==> config.mk <==
export PLATFORM = sky130hd
export DESIGN_NAME = fcc_top
export DESIGN_NICKNAME = d
export VERILOG_FILES = /design/src/logic/fcc_pkg.sv /design/src/logic/fcc_result_mem.sv /design/src/logic/fcc_seek.sv /design/src/logic/fcc_top.sv
export VERILOG_INCLUDE_DIRS = /design/src /design/src/logic
export SDC_FILE = /design/constraint.sdc
export NUM_CORES = 1
export LEC_CHECK = 0
export BUFFER_PORTS_ARGS = -buffer_cell sky130_fd_sc_hd__buf_4
export CAP_MARGIN = 20
export CELL_PAD_IN_SITES_DETAIL_PLACEMENT = 1
export CELL_PAD_IN_SITES_GLOBAL_PLACEMENT = 2
export CORE_ASPECT_RATIO = 1.2
export CORE_MARGIN = 2
export CORE_UTILIZATION = 39
export DETAILED_ROUTE_END_ITERATION = 7
export GPL_TIMING_DRIVEN = 0
export PLACE_DENSITY = 0.9
export SKIP_CTS_REPAIR_TIMING = 1
export SYNTH_ARGS = -nofsm -noshare
export SYNTH_HDL_FRONTEND = slang
export SYNTH_HIERARCHICAL = 1
export SYNTH_SLANG_ARGS = --single-unit
==> constraint.sdc <==
create_clock -name i_ref_clk -period 5.2 [get_ports i_ref_clk]
set_input_delay 0.26 -clock i_ref_clk [delete_from_list [all_inputs] [get_ports i_ref_clk]]
set_output_delay 0.26 -clock i_ref_clk [all_outputs]
set_load 0.01 [all_outputs]
==> src/logic/fcc_defines.svh <==
// opcode, length, field and timing constants of the command interpreter
`ifndef FCC_DEFINES_SVH
`define FCC_DEFINES_SVH
`define FCC_OP_CONFIG 8'h13
`define FCC_OP_SPECIFY 8'h03
`define FCC_OP_DUMP 8'h0e
`define FCC_OP_PERP 8'h12
`define FCC_OP_LOCK 8'h14
`define FCC_OP_RSEEK 8'h8f
`define FCC_OP_READ_ID 8'h0a
`define FCC_OP_FORMAT 8'h0d
`define FCC_MASK_D6 8'hbf
`define FCC_MASK_D7 8'h7f
`define FCC_XF_READ 5'h06
`define FCC_XF_READ_DEL 5'h0c
`define FCC_XF_WRITE 5'h05
`define FCC_XF_WRITE_DEL 5'h09
`define FCC_XF_READ_TRK 5'h02
`define FCC_XF_VERIFY 5'h16
// command lengths in bytes, opcode included
`define FCC_LEN_CONFIG 4'h4
`define FCC_LEN_SPECIFY 4'h3
`define FCC_LEN_PERP 4'h2
`define FCC_LEN_RSEEK 4'h3
`define FCC_LEN_READ_ID 4'h2
`define FCC_LEN_FORMAT 4'h6
`define FCC_LEN_XFER 4'h9
`define FCC_LEN_ONE 4'h1
// result lengths in bytes
`define FCC_RES_DUMP 4'ha
`define FCC_RES_STATUS 4'h7
`define FCC_RES_ONE 4'h1
// parameter byte slots (opcode excluded)
`define FCC_P_DRV 3'h0
`define FCC_P_CYL 3'h1
`define FCC_P_HEAD 3'h2
`define FCC_P_SEC 3'h3
`define FCC_P_SIZE 3'h4
`define FCC_P_EOT 3'h5
`define FCC_P_FMT_SC 3'h2
// result slots and dump byte positions
`define FCC_R_ST0 3'h0
`define FCC_R_ST1 3'h1
`define FCC_R_ST2 3'h2
`define FCC_R_CYL 3'h3
`define FCC_DB_SRT 4'h4
`define FCC_DB_HLT 4'h5
`define FCC_DB_SECT 4'h6
`define FCC_DB_LOCK 4'h7
`define FCC_DB_CFG 4'h8
// bit positions
`define FCC_DIR_BIT 6
`define FCC_LOCK_OP_BIT 7
`define FCC_EIS_BIT 6
`define FCC_FIFO_CONTROL_FLAG_BIT 5
// fixed values
`define FCC_ST0_INVALID 8'h80
`define FCC_ST0_SEEK_FAIL 8'h50
`define FCC_PERP_GAP_WG 6'h00
`define FCC_CFG_RESET 8'h00
`define FCC_CYL_MAX 8'hff
// step timing
`define FCC_CLK_PERIOD_NS 50
`define FCC_STEP_TIME_NS 3000
`define FCC_STEP_CYC ((`FCC_STEP_TIME_NS+`FCC_CLK_PERIOD_NS-1)/`FCC_CLK_PERIOD_NS)
`endif

==> src/logic/fcc_pkg.sv <==
// types shared by the command interpreter modules
`default_nettype none
package fcc_pkg;
  typedef enum logic [6:0] {
    FCC_IDLE = 7'b0000001,
    FCC_PARAM = 7'b0000010,
    FCC_EXEC = 7'b0000100,
    FCC_SEEK = 7'b0001000,
    FCC_WAIT = 7'b0010000,
    FCC_RLOAD = 7'b0100000,
    FCC_RESULT = 7'b1000000
  } fcc_state_t;
  typedef enum logic [3:0] {
    FCC_CL_CFG, FCC_CL_SPEC, FCC_CL_PERP, FCC_CL_LOCK, FCC_CL_DUMP,
    FCC_CL_INV, FCC_CL_RSEEK, FCC_CL_FMT, FCC_CL_XFER, FCC_CL_RDID
  } fcc_cls_t;
  typedef struct packed {
    fcc_state_t state;
    fcc_cls_t cls;
    logic [7:0] op;
    logic [3:0] bcnt, need, ridx, rcnt, rd_ptr;
    logic [7:0][7:0] prm;
    logic res_valid, cmd_ready, busy;
    logic [3:0] drive_busy;
    logic [3:0][7:0] present_cylinder;
    logic [7:0] cfg, precomp_start_track, spec1, spec2, sc, end_sector, seek_to;
    logic last_fmt, lock, seek_go, xfer_go, id_req, id_got;
    logic [6:0][7:0] res;
  } fcc_top_st_t;
  typedef struct packed {
    logic busy, step, dir, done, fail, sync1, sync2;
    logic [7:0] cyl, to;
    logic [11:0] tmr;
  } fcc_seek_st_t;
endpackage : fcc_pkg
`default_nettype wire

==> src/logic/fcc_result_mem.sv <==
// small result byte memory with registered read data
`timescale 1ns/1ns
`default_nettype none
module fcc_result_mem #(
  parameter int W = 8,
  parameter int D = 10,
  parameter int AW = 4
) (
  input wire logic i_ref_clk,
  input wire logic i_wr,
  input wire logic [AW-1:0] i_waddr,
  input wire logic [W-1:0] i_wdata,
  input wire logic [AW-1:0] i_raddr,
  output logic [W-1:0] o_rdata
);
  logic [W-1:0] mem [D];
  // no reset: contents are always written before they are read
  always_ff @(posedge i_ref_clk) begin
    if (i_wr) begin
      mem[i_waddr] <= i_wdata;
    end
    o_rdata <= mem[i_raddr];
  end
endmodule : fcc_result_mem
`default_nettype wire

==> src/logic/fcc_seek.sv <==
// head stepper that walks one drive from a start to a target cylinder
`timescale 1ns/1ns
`default_nettype none
`include "fcc_defines.svh"
module fcc_seek #(
  parameter int unsigned STEP_CYC = `FCC_STEP_CYC
) (
  input wire logic i_ref_clk,
  input wire logic i_sys_rst,
  input wire logic i_start,
  input wire logic [7:0] i_from,
  input wire logic [7:0] i_to,
  input wire logic i_fault_pin,
  output logic o_step,
  output logic o_dir,
  output logic o_done,
  output logic o_fail,
  output logic [7:0] o_cyl
);
  import fcc_pkg::*;
  fcc_seek_st_t s, next_s;

  ////////////////////////////////////////////////////////////////////
  // one step per step period; a drive fault ends the walk once it has passed the two sync flops
  always_comb begin
    next_s = s;
    next_s.step = 1'b0;
    next_s.done = 1'b0;
    next_s.sync1 = i_fault_pin;
    next_s.sync2 = s.sync1;
    if (!s.busy) begin
      if (i_start) begin
        next_s.busy = 1'b1;
        next_s.cyl = i_from;
        next_s.to = i_to;
        next_s.fail = 1'b0;
        next_s.tmr = '0;
      end
    end else if (s.sync2) begin
      next_s.busy = 1'b0; // cyl holds where the walk stopped
      next_s.fail = 1'b1;
      next_s.done = 1'b1;
    end else if (s.tmr != '0) begin
      next_s.tmr = s.tmr - 12'h001;
    end else if (s.cyl == s.to) begin
      next_s.busy = 1'b0;
      next_s.done = 1'b1;
    end else begin
      next_s.step = 1'b1;
      next_s.dir = s.to > s.cyl;
      next_s.cyl = (s.to > s.cyl) ? s.cyl + 8'h01 : s.cyl - 8'h01;
      next_s.tmr = 12'(STEP_CYC - 1);
    end
  end

  always_ff @(posedge i_ref_clk) begin
    if (i_sys_rst) begin
      s <= '0;
    end else begin
      s <= next_s;
    end
  end

  assign o_step = s.step;
  assign o_dir = s.dir;
  assign o_done = s.done;
  assign o_fail = s.fail;
  assign o_cyl = s.cyl;
endmodule : fcc_seek
`default_nettype wire

==> src/logic/fcc_top.sv <==
// command phase decoder and result sequencer of the floppy controller
// Functional notes
// configure: opcode, zero, flag byte, precomp track
// relative seek: direction in D6, drive, count
// register dump: ten result bytes, no execution
// dump byte eight: lock, perp, gap, gate
// sector byte: sectors if format, else end
// read id returns first good id found
// perpendicular mode recognised by its opcode
// unknown opcode: standby, one byte 80h
// lock: D7 sets lock, result bit four
// drive select bits stay internal only
// host keeps drive select consistent externally
// transfer commands share parameters and results
// implied seek runs before transfer when enabled
// drive busy shown during implied seek
// failed seek reported in status, cylinder; a failed relative seek returns to idle with no result
`timescale 1ns/1ns
`default_nettype none
`include "fcc_defines.svh"
module fcc_top (
  input wire logic i_ref_clk,
  input wire logic i_sys_rst,
  input wire logic i_cmd_wr,
  input wire logic [7:0] i_cmd_data,
  output logic o_cmd_ready,
  input wire logic i_res_rd,
  output logic [7:0] o_res_data,
  output logic o_res_valid,
  output logic o_busy,
  output logic [3:0] o_drive_busy,
  output logic o_xfer_start,
  output logic [4:0] o_xfer_code,
  input wire logic i_xfer_done,
  input wire logic [7:0] i_xfer_st0,
  input wire logic [7:0] i_xfer_st1,
  input wire logic [7:0] i_xfer_st2,
  output logic o_id_req,
  input wire logic i_id_valid,
  input wire logic [7:0] i_id_c,
  input wire logic [7:0] i_id_h,
  input wire logic [7:0] i_id_r,
  input wire logic [7:0] i_id_n,
  output logic o_step,
  output logic o_step_dir,
  input wire logic i_drive_fault,
  output logic o_fifo_control_flag,
  output logic [3:0] o_fifo_threshold,
  output logic [7:0] o_precomp_start_track
);
  import fcc_pkg::*;
  fcc_top_st_t s, next_s;
  logic sk_done, sk_fail;
  logic [7:0] sk_cyl, rbyte;
  logic [1:0] ds;

  ////////////////////////////////////////////////////////////////////
  // opcode decode; exact codes first, then the shared transfer codes
  function automatic fcc_cls_t cls_of(input logic [7:0] b);
    fcc_cls_t c;
    c = FCC_CL_INV;
    if (b == `FCC_OP_CONFIG) c = FCC_CL_CFG;
    else if (b == `FCC_OP_SPECIFY) c = FCC_CL_SPEC;
    else if (b == `FCC_OP_DUMP) c = FCC_CL_DUMP;
    else if (b == `FCC_OP_PERP) c = FCC_CL_PERP;
    else if ((b & `FCC_MASK_D7) == `FCC_OP_LOCK) c = FCC_CL_LOCK;
    else if ((b & `FCC_MASK_D6) == `FCC_OP_RSEEK) c = FCC_CL_RSEEK;
    else if ((b & `FCC_MASK_D6) == `FCC_OP_READ_ID) c = FCC_CL_RDID;
    else if ((b & `FCC_MASK_D6) == `FCC_OP_FORMAT) c = FCC_CL_FMT;
    // only bits 4:0 tell the transfer commands apart
    else if (b[4:0] inside {`FCC_XF_READ, `FCC_XF_READ_DEL,
        `FCC_XF_WRITE, `FCC_XF_WRITE_DEL, `FCC_XF_READ_TRK,
        `FCC_XF_VERIFY}) c = FCC_CL_XFER;
    return c;
  endfunction : cls_of

  function automatic logic [3:0] need_of(input fcc_cls_t c);
    logic [3:0] n;
    n = `FCC_LEN_ONE;
    unique case (c)
      FCC_CL_CFG: n = `FCC_LEN_CONFIG;
      FCC_CL_SPEC: n = `FCC_LEN_SPECIFY;
      FCC_CL_PERP: n = `FCC_LEN_PERP;
      FCC_CL_RSEEK: n = `FCC_LEN_RSEEK;
      FCC_CL_RDID: n = `FCC_LEN_READ_ID;
      FCC_CL_FMT: n = `FCC_LEN_FORMAT;
      FCC_CL_XFER: n = `FCC_LEN_XFER;
      default: n = `FCC_LEN_ONE;
    endcase
    return n;
  endfunction : need_of

  ////////////////////////////////////////////////////////////////////
  // result byte for the slot being loaded
  always_comb begin
    rbyte = s.res[s.ridx[2:0]];
    if (s.cls == FCC_CL_INV) begin
      rbyte = `FCC_ST0_INVALID;
    end else if (s.cls == FCC_CL_LOCK) begin
      rbyte = {3'h0, s.lock, 4'h0};
    end else if (s.cls == FCC_CL_DUMP) begin

      unique case (s.ridx)
        `FCC_DB_SRT: rbyte = s.spec1;
        `FCC_DB_HLT: rbyte = s.spec2;
        `FCC_DB_SECT: rbyte = s.last_fmt ? s.sc : s.end_sector;
        `FCC_DB_LOCK: rbyte = {s.lock, 1'b0, `FCC_PERP_GAP_WG};
        `FCC_DB_CFG: rbyte = {1'b0, s.cfg[6:0]};
        default: begin
          if (s.ridx < `FCC_DB_SRT) rbyte = s.present_cylinder[s.ridx[1:0]];
          else rbyte = s.precomp_start_track;
        end
      endcase
    end
  end

  ////////////////////////////////////////////////////////////////////
  // main sequencer: command bytes in, execute, load and hand results
  always_comb begin
    next_s = s;
    ds = s.prm[`FCC_P_DRV][1:0]; // internal use only
    next_s.seek_go = 1'b0;
    next_s.xfer_go = 1'b0;
    next_s.id_req = 1'b0;
    unique case (s.state)
      FCC_IDLE: begin
        if (i_cmd_wr) begin
          next_s.op = i_cmd_data;
          next_s.cls = cls_of(i_cmd_data);
          next_s.need = need_of(next_s.cls);
          next_s.bcnt = 4'h1;
          next_s.state = (next_s.need == `FCC_LEN_ONE) ? FCC_EXEC
                                                       : FCC_PARAM;
        end
      end
      FCC_PARAM: begin
        if (i_cmd_wr) begin
          next_s.prm[3'(s.bcnt - 4'h1)] = i_cmd_data;
          next_s.bcnt = s.bcnt + 4'h1;
          if (next_s.bcnt == s.need) next_s.state = FCC_EXEC;
        end
      end
      FCC_EXEC: begin
        next_s.ridx = '0;
        next_s.state = FCC_IDLE;
        unique case (s.cls)
          FCC_CL_CFG: begin
            next_s.cfg = s.prm[1];
            next_s.precomp_start_track = s.prm[2];
          end
          FCC_CL_SPEC: begin
            next_s.spec1 = s.prm[0];
            next_s.spec2 = s.prm[1];
          end
          FCC_CL_PERP: next_s.state = FCC_IDLE; // fields not modelled
          FCC_CL_LOCK: begin
            next_s.lock = s.op[`FCC_LOCK_OP_BIT];
            next_s.rcnt = `FCC_RES_ONE;
            next_s.state = FCC_RLOAD;
          end
          FCC_CL_DUMP: begin
            next_s.rcnt = `FCC_RES_DUMP;
            next_s.state = FCC_RLOAD;
          end
          FCC_CL_INV: begin
            next_s.rcnt = `FCC_RES_ONE;
            next_s.state = FCC_RLOAD;
          end
          FCC_CL_RSEEK: begin
            // saturate at the ends rather than wrap the cylinder
            if (s.op[`FCC_DIR_BIT]) begin
              next_s.seek_to = (s.present_cylinder[ds] > `FCC_CYL_MAX - s.prm[1])
                ? `FCC_CYL_MAX : s.present_cylinder[ds] + s.prm[1];
            end else begin
              next_s.seek_to = (s.present_cylinder[ds] < s.prm[1])
                ? 8'h00 : s.present_cylinder[ds] - s.prm[1];
            end
            next_s.seek_go = 1'b1;
            next_s.drive_busy[ds] = 1'b1;
            next_s.state = FCC_SEEK;
          end
          FCC_CL_FMT: begin
            next_s.sc = s.prm[`FCC_P_FMT_SC];
            next_s.last_fmt = 1'b1;
            next_s.xfer_go = 1'b1;
            next_s.state = FCC_WAIT;
          end
          FCC_CL_XFER: begin
            next_s.end_sector = s.prm[`FCC_P_EOT];
            next_s.last_fmt = 1'b0;
            if (s.cfg[`FCC_EIS_BIT] &&
                s.prm[`FCC_P_CYL] != s.present_cylinder[ds]) begin
              next_s.seek_to = s.prm[`FCC_P_CYL];
              next_s.seek_go = 1'b1;
              next_s.drive_busy[ds] = 1'b1;
              next_s.state = FCC_SEEK;
            end else begin
              next_s.xfer_go = 1'b1;
              next_s.state = FCC_WAIT;
            end
          end
          FCC_CL_RDID: begin
            next_s.id_req = 1'b1;
            next_s.id_got = 1'b0;
            next_s.state = FCC_WAIT;
          end
        endcase
      end
      FCC_SEEK: begin
        if (sk_done) begin
          next_s.present_cylinder[ds] = sk_cyl;
          next_s.drive_busy[ds] = 1'b0;
          if (s.cls == FCC_CL_RSEEK) begin
            next_s.state = FCC_IDLE;
          end else if (sk_fail) begin
            // failure uses the ordinary transfer result layout
            next_s.res[`FCC_R_ST0] = `FCC_ST0_SEEK_FAIL |
                                     {5'h00, s.prm[`FCC_P_DRV][2:0]};
            next_s.res[`FCC_R_ST1] = 8'h00;
            next_s.res[`FCC_R_ST2] = 8'h00;
            next_s.res[`FCC_R_CYL] = sk_cyl;
            next_s.res[4] = s.prm[`FCC_P_HEAD];
            next_s.res[5] = s.prm[`FCC_P_SEC];
            next_s.res[6] = s.prm[`FCC_P_SIZE];
            next_s.rcnt = `FCC_RES_STATUS;
            next_s.state = FCC_RLOAD;
          end else begin
            next_s.xfer_go = 1'b1;
            next_s.state = FCC_WAIT;
          end
        end
      end
      FCC_WAIT: begin
        // only the first good id of the cylinder is kept
        if (s.cls == FCC_CL_RDID && i_id_valid && !s.id_got) begin
          next_s.id_got = 1'b1;
          next_s.res[3] = i_id_c;
          next_s.res[4] = i_id_h;
          next_s.res[5] = i_id_r;
          next_s.res[6] = i_id_n;
        end
        if (i_xfer_done) begin
          next_s.res[`FCC_R_ST0] = i_xfer_st0;
          next_s.res[`FCC_R_ST1] = i_xfer_st1;
          next_s.res[`FCC_R_ST2] = i_xfer_st2;
          if (s.cls != FCC_CL_RDID) begin
            next_s.res[3] = s.prm[`FCC_P_CYL];
            next_s.res[4] = s.prm[`FCC_P_HEAD];
            next_s.res[5] = s.prm[`FCC_P_SEC];
            next_s.res[6] = s.prm[`FCC_P_SIZE];
          end
          next_s.rcnt = `FCC_RES_STATUS;
          next_s.state = FCC_RLOAD;
        end
      end
      FCC_RLOAD: begin
        next_s.ridx = s.ridx + 4'h1;
        if (s.ridx == s.rcnt - 4'h1) begin
          next_s.rd_ptr = '0;
          next_s.res_valid = 1'b0;
          next_s.state = FCC_RESULT;
        end
      end
      FCC_RESULT: begin
        // valid drops for a cycle while the memory fetches the next
        if (s.res_valid && i_res_rd) begin
          next_s.res_valid = 1'b0;
          if (s.rd_ptr == s.rcnt - 4'h1) next_s.state = FCC_IDLE;
          else next_s.rd_ptr = s.rd_ptr + 4'h1;
        end else begin
          next_s.res_valid = 1'b1;
        end
      end
    endcase
    next_s.cmd_ready = next_s.state == FCC_IDLE ||
                       next_s.state == FCC_PARAM;
    next_s.busy = next_s.state != FCC_IDLE;
  end

  always_ff @(posedge i_ref_clk) begin
    if (i_sys_rst) begin
      s <= '0;
      s.state <= FCC_IDLE;
      s.cls <= FCC_CL_INV;
      s.cfg <= `FCC_CFG_RESET;
      s.cmd_ready <= 1'b1;
    end else begin
      s <= next_s;
    end
  end

  ////////////////////////////////////////////////////////////////////
  // result store and head stepper
  fcc_result_mem #(.W(8), .D(10), .AW(4)) u_mem (
    .i_ref_clk(i_ref_clk),
    .i_wr(s.state == FCC_RLOAD),
    .i_waddr(s.ridx),
    .i_wdata(rbyte),
    .i_raddr(s.rd_ptr),
    .o_rdata(o_res_data)
  );

  fcc_seek u_seek (
    .i_ref_clk(i_ref_clk),
    .i_sys_rst(i_sys_rst),
    .i_start(s.seek_go),
    .i_from(s.present_cylinder[ds]),
    .i_to(s.seek_to),
    .i_fault_pin(i_drive_fault),
    .o_step(o_step),
    .o_dir(o_step_dir),
    .o_done(sk_done),
    .o_fail(sk_fail),
    .o_cyl(sk_cyl)
  );

  // outputs straight from state flops
  assign o_cmd_ready = s.cmd_ready;
  assign o_res_valid = s.res_valid;
  assign o_busy = s.busy;
  assign o_drive_busy = s.drive_busy;
  assign o_xfer_start = s.xfer_go;
  assign o_xfer_code = s.op[4:0];
  assign o_id_req = s.id_req;
  assign o_fifo_control_flag = s.cfg[`FCC_FIFO_CONTROL_FLAG_BIT];
  assign o_fifo_threshold = s.cfg[3:0];
  assign o_precomp_start_track = s.precomp_start_track;
endmodule : fcc_top
`default_nettype wire

* Yosys cells after proc, flatten, opt, wreduce, memory -nomap -nowiden
Memories as Yosys holds them, arrays and structs flattened. A register that Yosys moved wholly into a read port is not among the register bits.
Cells that the tools add are included.
** Storage, ports and cells
- Register bits after elaboration :: 294
- Bits in latches :: 0
- Memory bits (writable) :: 80
- Memory bits (read-only) :: 0
- Input bits :: 71
- Output and inout port bits :: 37
- Memories kept :: 1
** Memory list
- u_mem.mem :: depth 10, bits a word 8, rd ports 1, clocked after Yosys merged registers in 1, wr ports 1, line fcc_result_mem.sv:16 : logic [W-1:0] mem [D];
** Cells by class
- Add/sub/neg operators :: 11
- $mul :: 0
- Divide/modulo/power cells :: 0
- $lt $le $gt $ge :: 10
- Equal/unequal tests :: 70
- Shift operators :: 0
- Mux-type cells :: 114
- Bitwise gates (word level) :: 8
- Reductions and logical operators :: 53
** Operators by type and width (count)
- two-way mux 56 bit :: 4
- two-way mux 8 bit :: 19
- case mux 56 bit (2 select lines) :: 1
- two-way mux 4 bit :: 23
- bitwise mux 64 bit :: 1
- two-way mux 7 bit :: 8
- case mux 7 bit (7 select lines) :: 1
- two-way mux 12 bit :: 4
- case mux 4 bit (2 select lines) :: 6
- == test 4 x 3 -> 1 bit, second input constant :: 10
- case mux 8 bit (5 select lines) :: 1
- two-way mux 36 bit :: 1
- two-way mux 33 bit :: 1
- binary-select mux 8 bit (select 2 bit) :: 2
- bitwise mux 32 bit :: 1
- two-way mux 32 bit :: 1
- two-way mux 28 bit :: 1
- != test 2 bit, second input constant :: 14
- two-way mux 27 bit :: 1
- binary-select mux 8 bit (select 3 bit) :: 1
- demux 8 bit (select 3 bit) :: 1
- case mux 6 bit (4 select lines) :: 1
- AND reduction 2 bit :: 12
- == test 7 x 4 -> 1 bit, second input constant :: 3
- other kinds (70) :: 148

* Longest topological paths before layout
- Word-level depth :: 24
- Depth in mapped cells :: 13
- Mapped depth without buffers :: 13

* Cells and area by module
Netlist, hierarchy kept.
** Modules (own cells, without submodules)
- fcc_top :: instances 1, cells each 1477, area each 12612.1 sq um, sequential area each 4844.6 sq um
- fcc_result_mem :: instances 1, cells each 189, area each 3402.0 sq um, sequential area each 2562.5 sq um
- fcc_seek :: instances 1, cells each 252, area each 2099.5 sq um, sequential area each 700.7 sq um

* Worst setup path after synthesis
Ideal clock, no wire load.
- Kind :: register -> register
- From :: register s[229] (netlist bit)
- To :: memory u_mem.mem[0][4] (data pin)
- Library setup time :: 0.284 ns
- Data arrival time :: 3.451 ns
- Required time :: 4.916 ns
- Path slack :: 1.465 ns
- Stages on the path, launching flop included :: 11
- Path buffers :: 3
- Clock period less this slack :: 3.735 ns
- Cell sequence :: dfxtp_1 clkbuf_1 buf_2 clkinv_1 ha_1 clkbuf_1 or4_1 a22oi_1 a2111oi_0 o31a_1 o21ai_0
** On the way
- Cells in the longest elaborated chain, start to end :: 7
- Elaborated cells on any way between the ends :: 15
- Those cells by class :: 1 x order compare; 5 x eq/ne; 9 x mux
** RTL lines
- start, declared :: line fcc_top.sv:52 : fcc_top_st_t s, next_s;
- start signal, assigned :: line fcc_top.sv:288 : s <= next_s;
- parallel branches: the longest is 4 deep, another holds < comparator 4 x 3 -> 1 bit
- two-way mux 8 bit * :: line fcc_top.sv:101 : end else if (s.cls == FCC_CL_DUMP) begin
- two-way mux 8 bit * :: line fcc_top.sv:99 : end else if (s.cls == FCC_CL_LOCK) begin
- two-way mux 8 bit * :: line fcc_top.sv:97 : if (s.cls == FCC_CL_INV) begin
- via rbyte[4] :: line fcc_top.sv:54 : logic [7:0] sk_cyl, rbyte;
- end, declared :: line fcc_result_mem.sv:16
Mark *: on every way through the listed nets, which the timed path passes. The select of a mux whose other input is x is not followed.

* Worst setup path in the final report
- From :: register s[229] (netlist bit)
- To :: memory u_mem.mem[5][4] (data pin)
The elaborated chain is that of the path after synthesis.

==> run_results.csv <==
group,metric,value,unit
run_status,status,"finished, violations left",
run_status,violations,"negative hold slack",
synthesis,synth_edf_count,80,
min_path,hp-class,"in -> reg",
power_and_ir_drop,powerDensity,298,nW/um^2
route,dr.pass1.iters,5,
place,io_buffer_count,102,
floorplanning,ios,108,
floorplanning,initial_core_util,39.4,%
synthesis,synth_seq_area_share,44.8,%
timing,clock-skew-final,20.8,ps
global_routing,grt_max_degree,15,
setup_path,required,5580,ps
timing,setup_viol,0,
route,vias_per_cell,5.62,
finish,fin_nets,2199,
synthesis,synth_top_family_by_area,"simple AND/OR/NAND/NOR gates",
cts,clock_tree.buffer_depth,3,
setup_path,crit_chain,"clkbuf_1 -> buf_2 -> clkinvlp_4 -> ha_1 -> clkbuf_1 -> or4_1 -> a22oi_2 -> a2111oi_0 -> o31a_1 -> mux2i_1 -> nand2_1 -> o21ai_0 -> buf_2",
finish,fill_cells,5265,
power_and_ir_drop,peakVddDrop,270,uV
synthesis,synthArstFlopShare,0,%
global_routing,grt_pass1_vias,16300,
cts,numCtsBuffers,40,
setup_path,cpMaxStageDelayCell,"or4_1",
synthesis,yosys_register_bits,365,
place,place_area,19700,um^2
synthesis,synthAdderAreaFrac,3.23,%
synthesis,synth_cell_types,101,
timing,tns,0,ps
synthesis,syn_nets,2034,
synthesis,synthFlopType,"dfxtp_1",
route,wl,63400,um
route,dr.first_iter.drc_count,854,
timing,worstMarginPinSlew,1200,ps
synthesis,netlist_area,18100,um^2
synthesis,syn_avg_cell_area,9.44,um^2
global_routing,antenna_found_initial,0,
synthesis,muxShareOfSynthArea,11.5,%
cts,path_clk_slew,60,ps
setup_path,critPathKind,"reg -> reg",
route,drcViolationCount,0,
setup_path,slowest_delay,610,ps
global_routing,grt_pass1_wl,96000,um
global_routing,grt_overflow,0,
timing,finalHoldViolations,9,
cts,cts_root_buf,"clkbuf_16",
setup_path,worst_r2r_path_depth,13,
timing,finalCritPeriodShare,94.0,%
min_path,holdPathStages,3,
synthesis,yosysWarnings,6,
floorplanning,placementRows,86,
cts,clock_sinks,365,
route,ant_nets,0,
finish,drive_gt1_share,16.3,%
power_and_ir_drop,leakage,7.64,nW
place,gp_congestion,0.926,
setup_path,critPathBufInv,5,
setup_path,cp-start-kind,"register",
setup_path,path_depth,13,
synthesis,syn_inst,1918,
flow_run,cap_violations,0,
setup_path,path_delay_family,"buffers and inverters",
floorplanning,dieWidth,201,um
timing,whs,-47.1,ps
global_routing,grt_usage,26.0,%
finish,area_growth,17.4,%
floorplanning,die_h,240,um
synthesis,synth_xor_area_share,2.31,%
cts,clk_latency,560,ps
power_and_ir_drop,fin_total_pwr,6.34,mW
floorplanning,core,45900,um^2
route,num_vias,15300,
place,hpwl,48800,um
cts,cts_tree,"yes",
synthesis,synth_compound_area_share,15.7,%
setup_path,end_kind,"register",
finish,postLayoutCellArea,21300,um^2
cts,h-tree-depth,2,
timing,period_needed,4890,ps
synthesis,synth-simple-area-share,17.0,%
setup_path,cp.arrival,5270,ps
timing,fmax,205,MHz
finish,num_antenna_cells,0,
setup_path,crit_fanout,10,
timing,finalMaxSlewViolations,0,
floorplanning,die-area,48200,um^2
timing,rsz0062_at_grt,"no",
route,post_drt_wl_per_cell,23.2,um
timing,max-slew-margin-rel,19.8,%
==> cell type report <==
class / count / area, um^2 / area share [%]
Multi-Input combinational cell: 1347 / 9040 / 42.5
Buffer: 157 / 806 / 3.79
Sequential cell: 365 / 8110 / 38.1
Clock inverter: 21 / 270 / 1.27
Inverter: 49 / 188 / 0.883
Tap cell: 616 / 771 / 3.62
Timing Repair Buffer: 123 / 946 / 4.45
Clock buffer: 51 / 1130 / 5.34
==> layout by cell type (no fill, tap or decap), drive strengths merged, types with 15 or more instances in the layout <==
cell,count
mux4,24
o211ai,15
buf,173
nor2,275
nand3,26
mux2i,110
clkbuf,146
a211oi,51
dfxtp,285
inv,48
xor2,19
ha,42
nor2b,20
a22o,15
edfxtp,80
xnor2,21
nand2,193
o22ai,43
a22oi,29
mux2,40
a21oi,145
o21ai,38
nor3,40
==> Yosys cell counts, drive strengths merged, types with 12 or more instances <==
cell      n  area, um^2
o21ai    38         201
a22oi    29         223
mux2     40         450
a22o     15         131
xnor2    21         184
nand2   193         727
nand3    26         130
clkbuf   93         362
edfxtp   80        2400
o211ai   15         113
mux4     24         541
nor2    275        1040
a21oi   145         726
o22ai    43         269
inv      48         180
buf      64         443
xor2     19         166
ha       42         526
mux2i   110        1100
a211oi   51         383
nor3     40         260
dfxtp   285        5710
nor2b    20         125
nor4     12         118
nand2b   12        77.6
==> registers in the layout, indices dropped and copies added, names as in the netlist, 2 cells and up <==
signal                 flops
s                        213
u_mem/mem                 80
u_seek/s                  22
o_precomp_start_track      8
u_mem/o_rdata              8
u_seek/o_cyl               8
o_xfer_code                5
o_drive_busy               4
o_fifo_threshold           4
ds                         2
==> per-layer routing <==
metal  wire length (um)  GRT usage [%]  up-vias  share of wire [%]
met5                  0              0        -                  0
met1              25700           29.9     7660                 41
met2              32800           48.8      346                 52
met4               2920           12.0        0                4.6
met3               1960           2.49      125                3.1
li1                   -              -     7198                  -
==> worst reg2reg max path: stages (launching register included) <==
cell,delay [ps]
dfxtp_1,540
clkbuf_1,540
buf_2,510
clkinvlp_4,390
ha_1,310
clkbuf_1,240
or4_1,610
a22oi_2,390
a2111oi_0,130
o31a_1,360
mux2i_1,150
nand2_1,60
o21ai_0,190
buf_2,290
==> stage by stage <==
step                util (%)  std cells  setup WS, ps
CTS                     45.9       2712          -252
finish                  46.3       2729           314
detailed placement      42.8       2640          -182
global route            46.3       2729           124
floorplan                  -       1918          1470
global placement        42.8       2636          -422
==> logic make-up (layout without fill, tap and decap cells) <==
group           count (synthesis)  after routing
mux                           174            174
xor+xnor                       43             43
compound gates                428            428
flops                         365            365
simple gates                  657            657
fa+ha+maj                      45             45
buf+inv                       206            401
==> report_power, final <==
| group | internal, mW | switching [mW] | leakage (nW) | total, mW |
|---|---|---|---|---|
| registers | 2.91 | 0.0156 | 3.04 | 2.92 |
| logic | 0.132 | 0.230 | 3.91 | 0.362 |
| clock network | 1.84 | 1.22 | 0.695 | 3.06 |
| total | 4.88 | 1.46 | 7.64 | 6.34 |
==> final timing paths <==
kind	from	to	slack [ps]
worst min-delay path	i_xfer_st2[5]	s[21]$_SDFFE_PP0P_	-50
worst max-delay path	s[229]$_SDFFE_PP0P_	u_mem/mem[5][4]$_DFFE_PP_	310
worst min register to register	s[67]$_SDFFE_PP0P_	u_seek/s[17]$_SDFFE_PP0P_	450
worst max register to register	s[229]$_SDFFE_PP0P_	u_mem/mem[5][4]$_DFFE_PP_	310
Power figures use the tool's default switching activity.
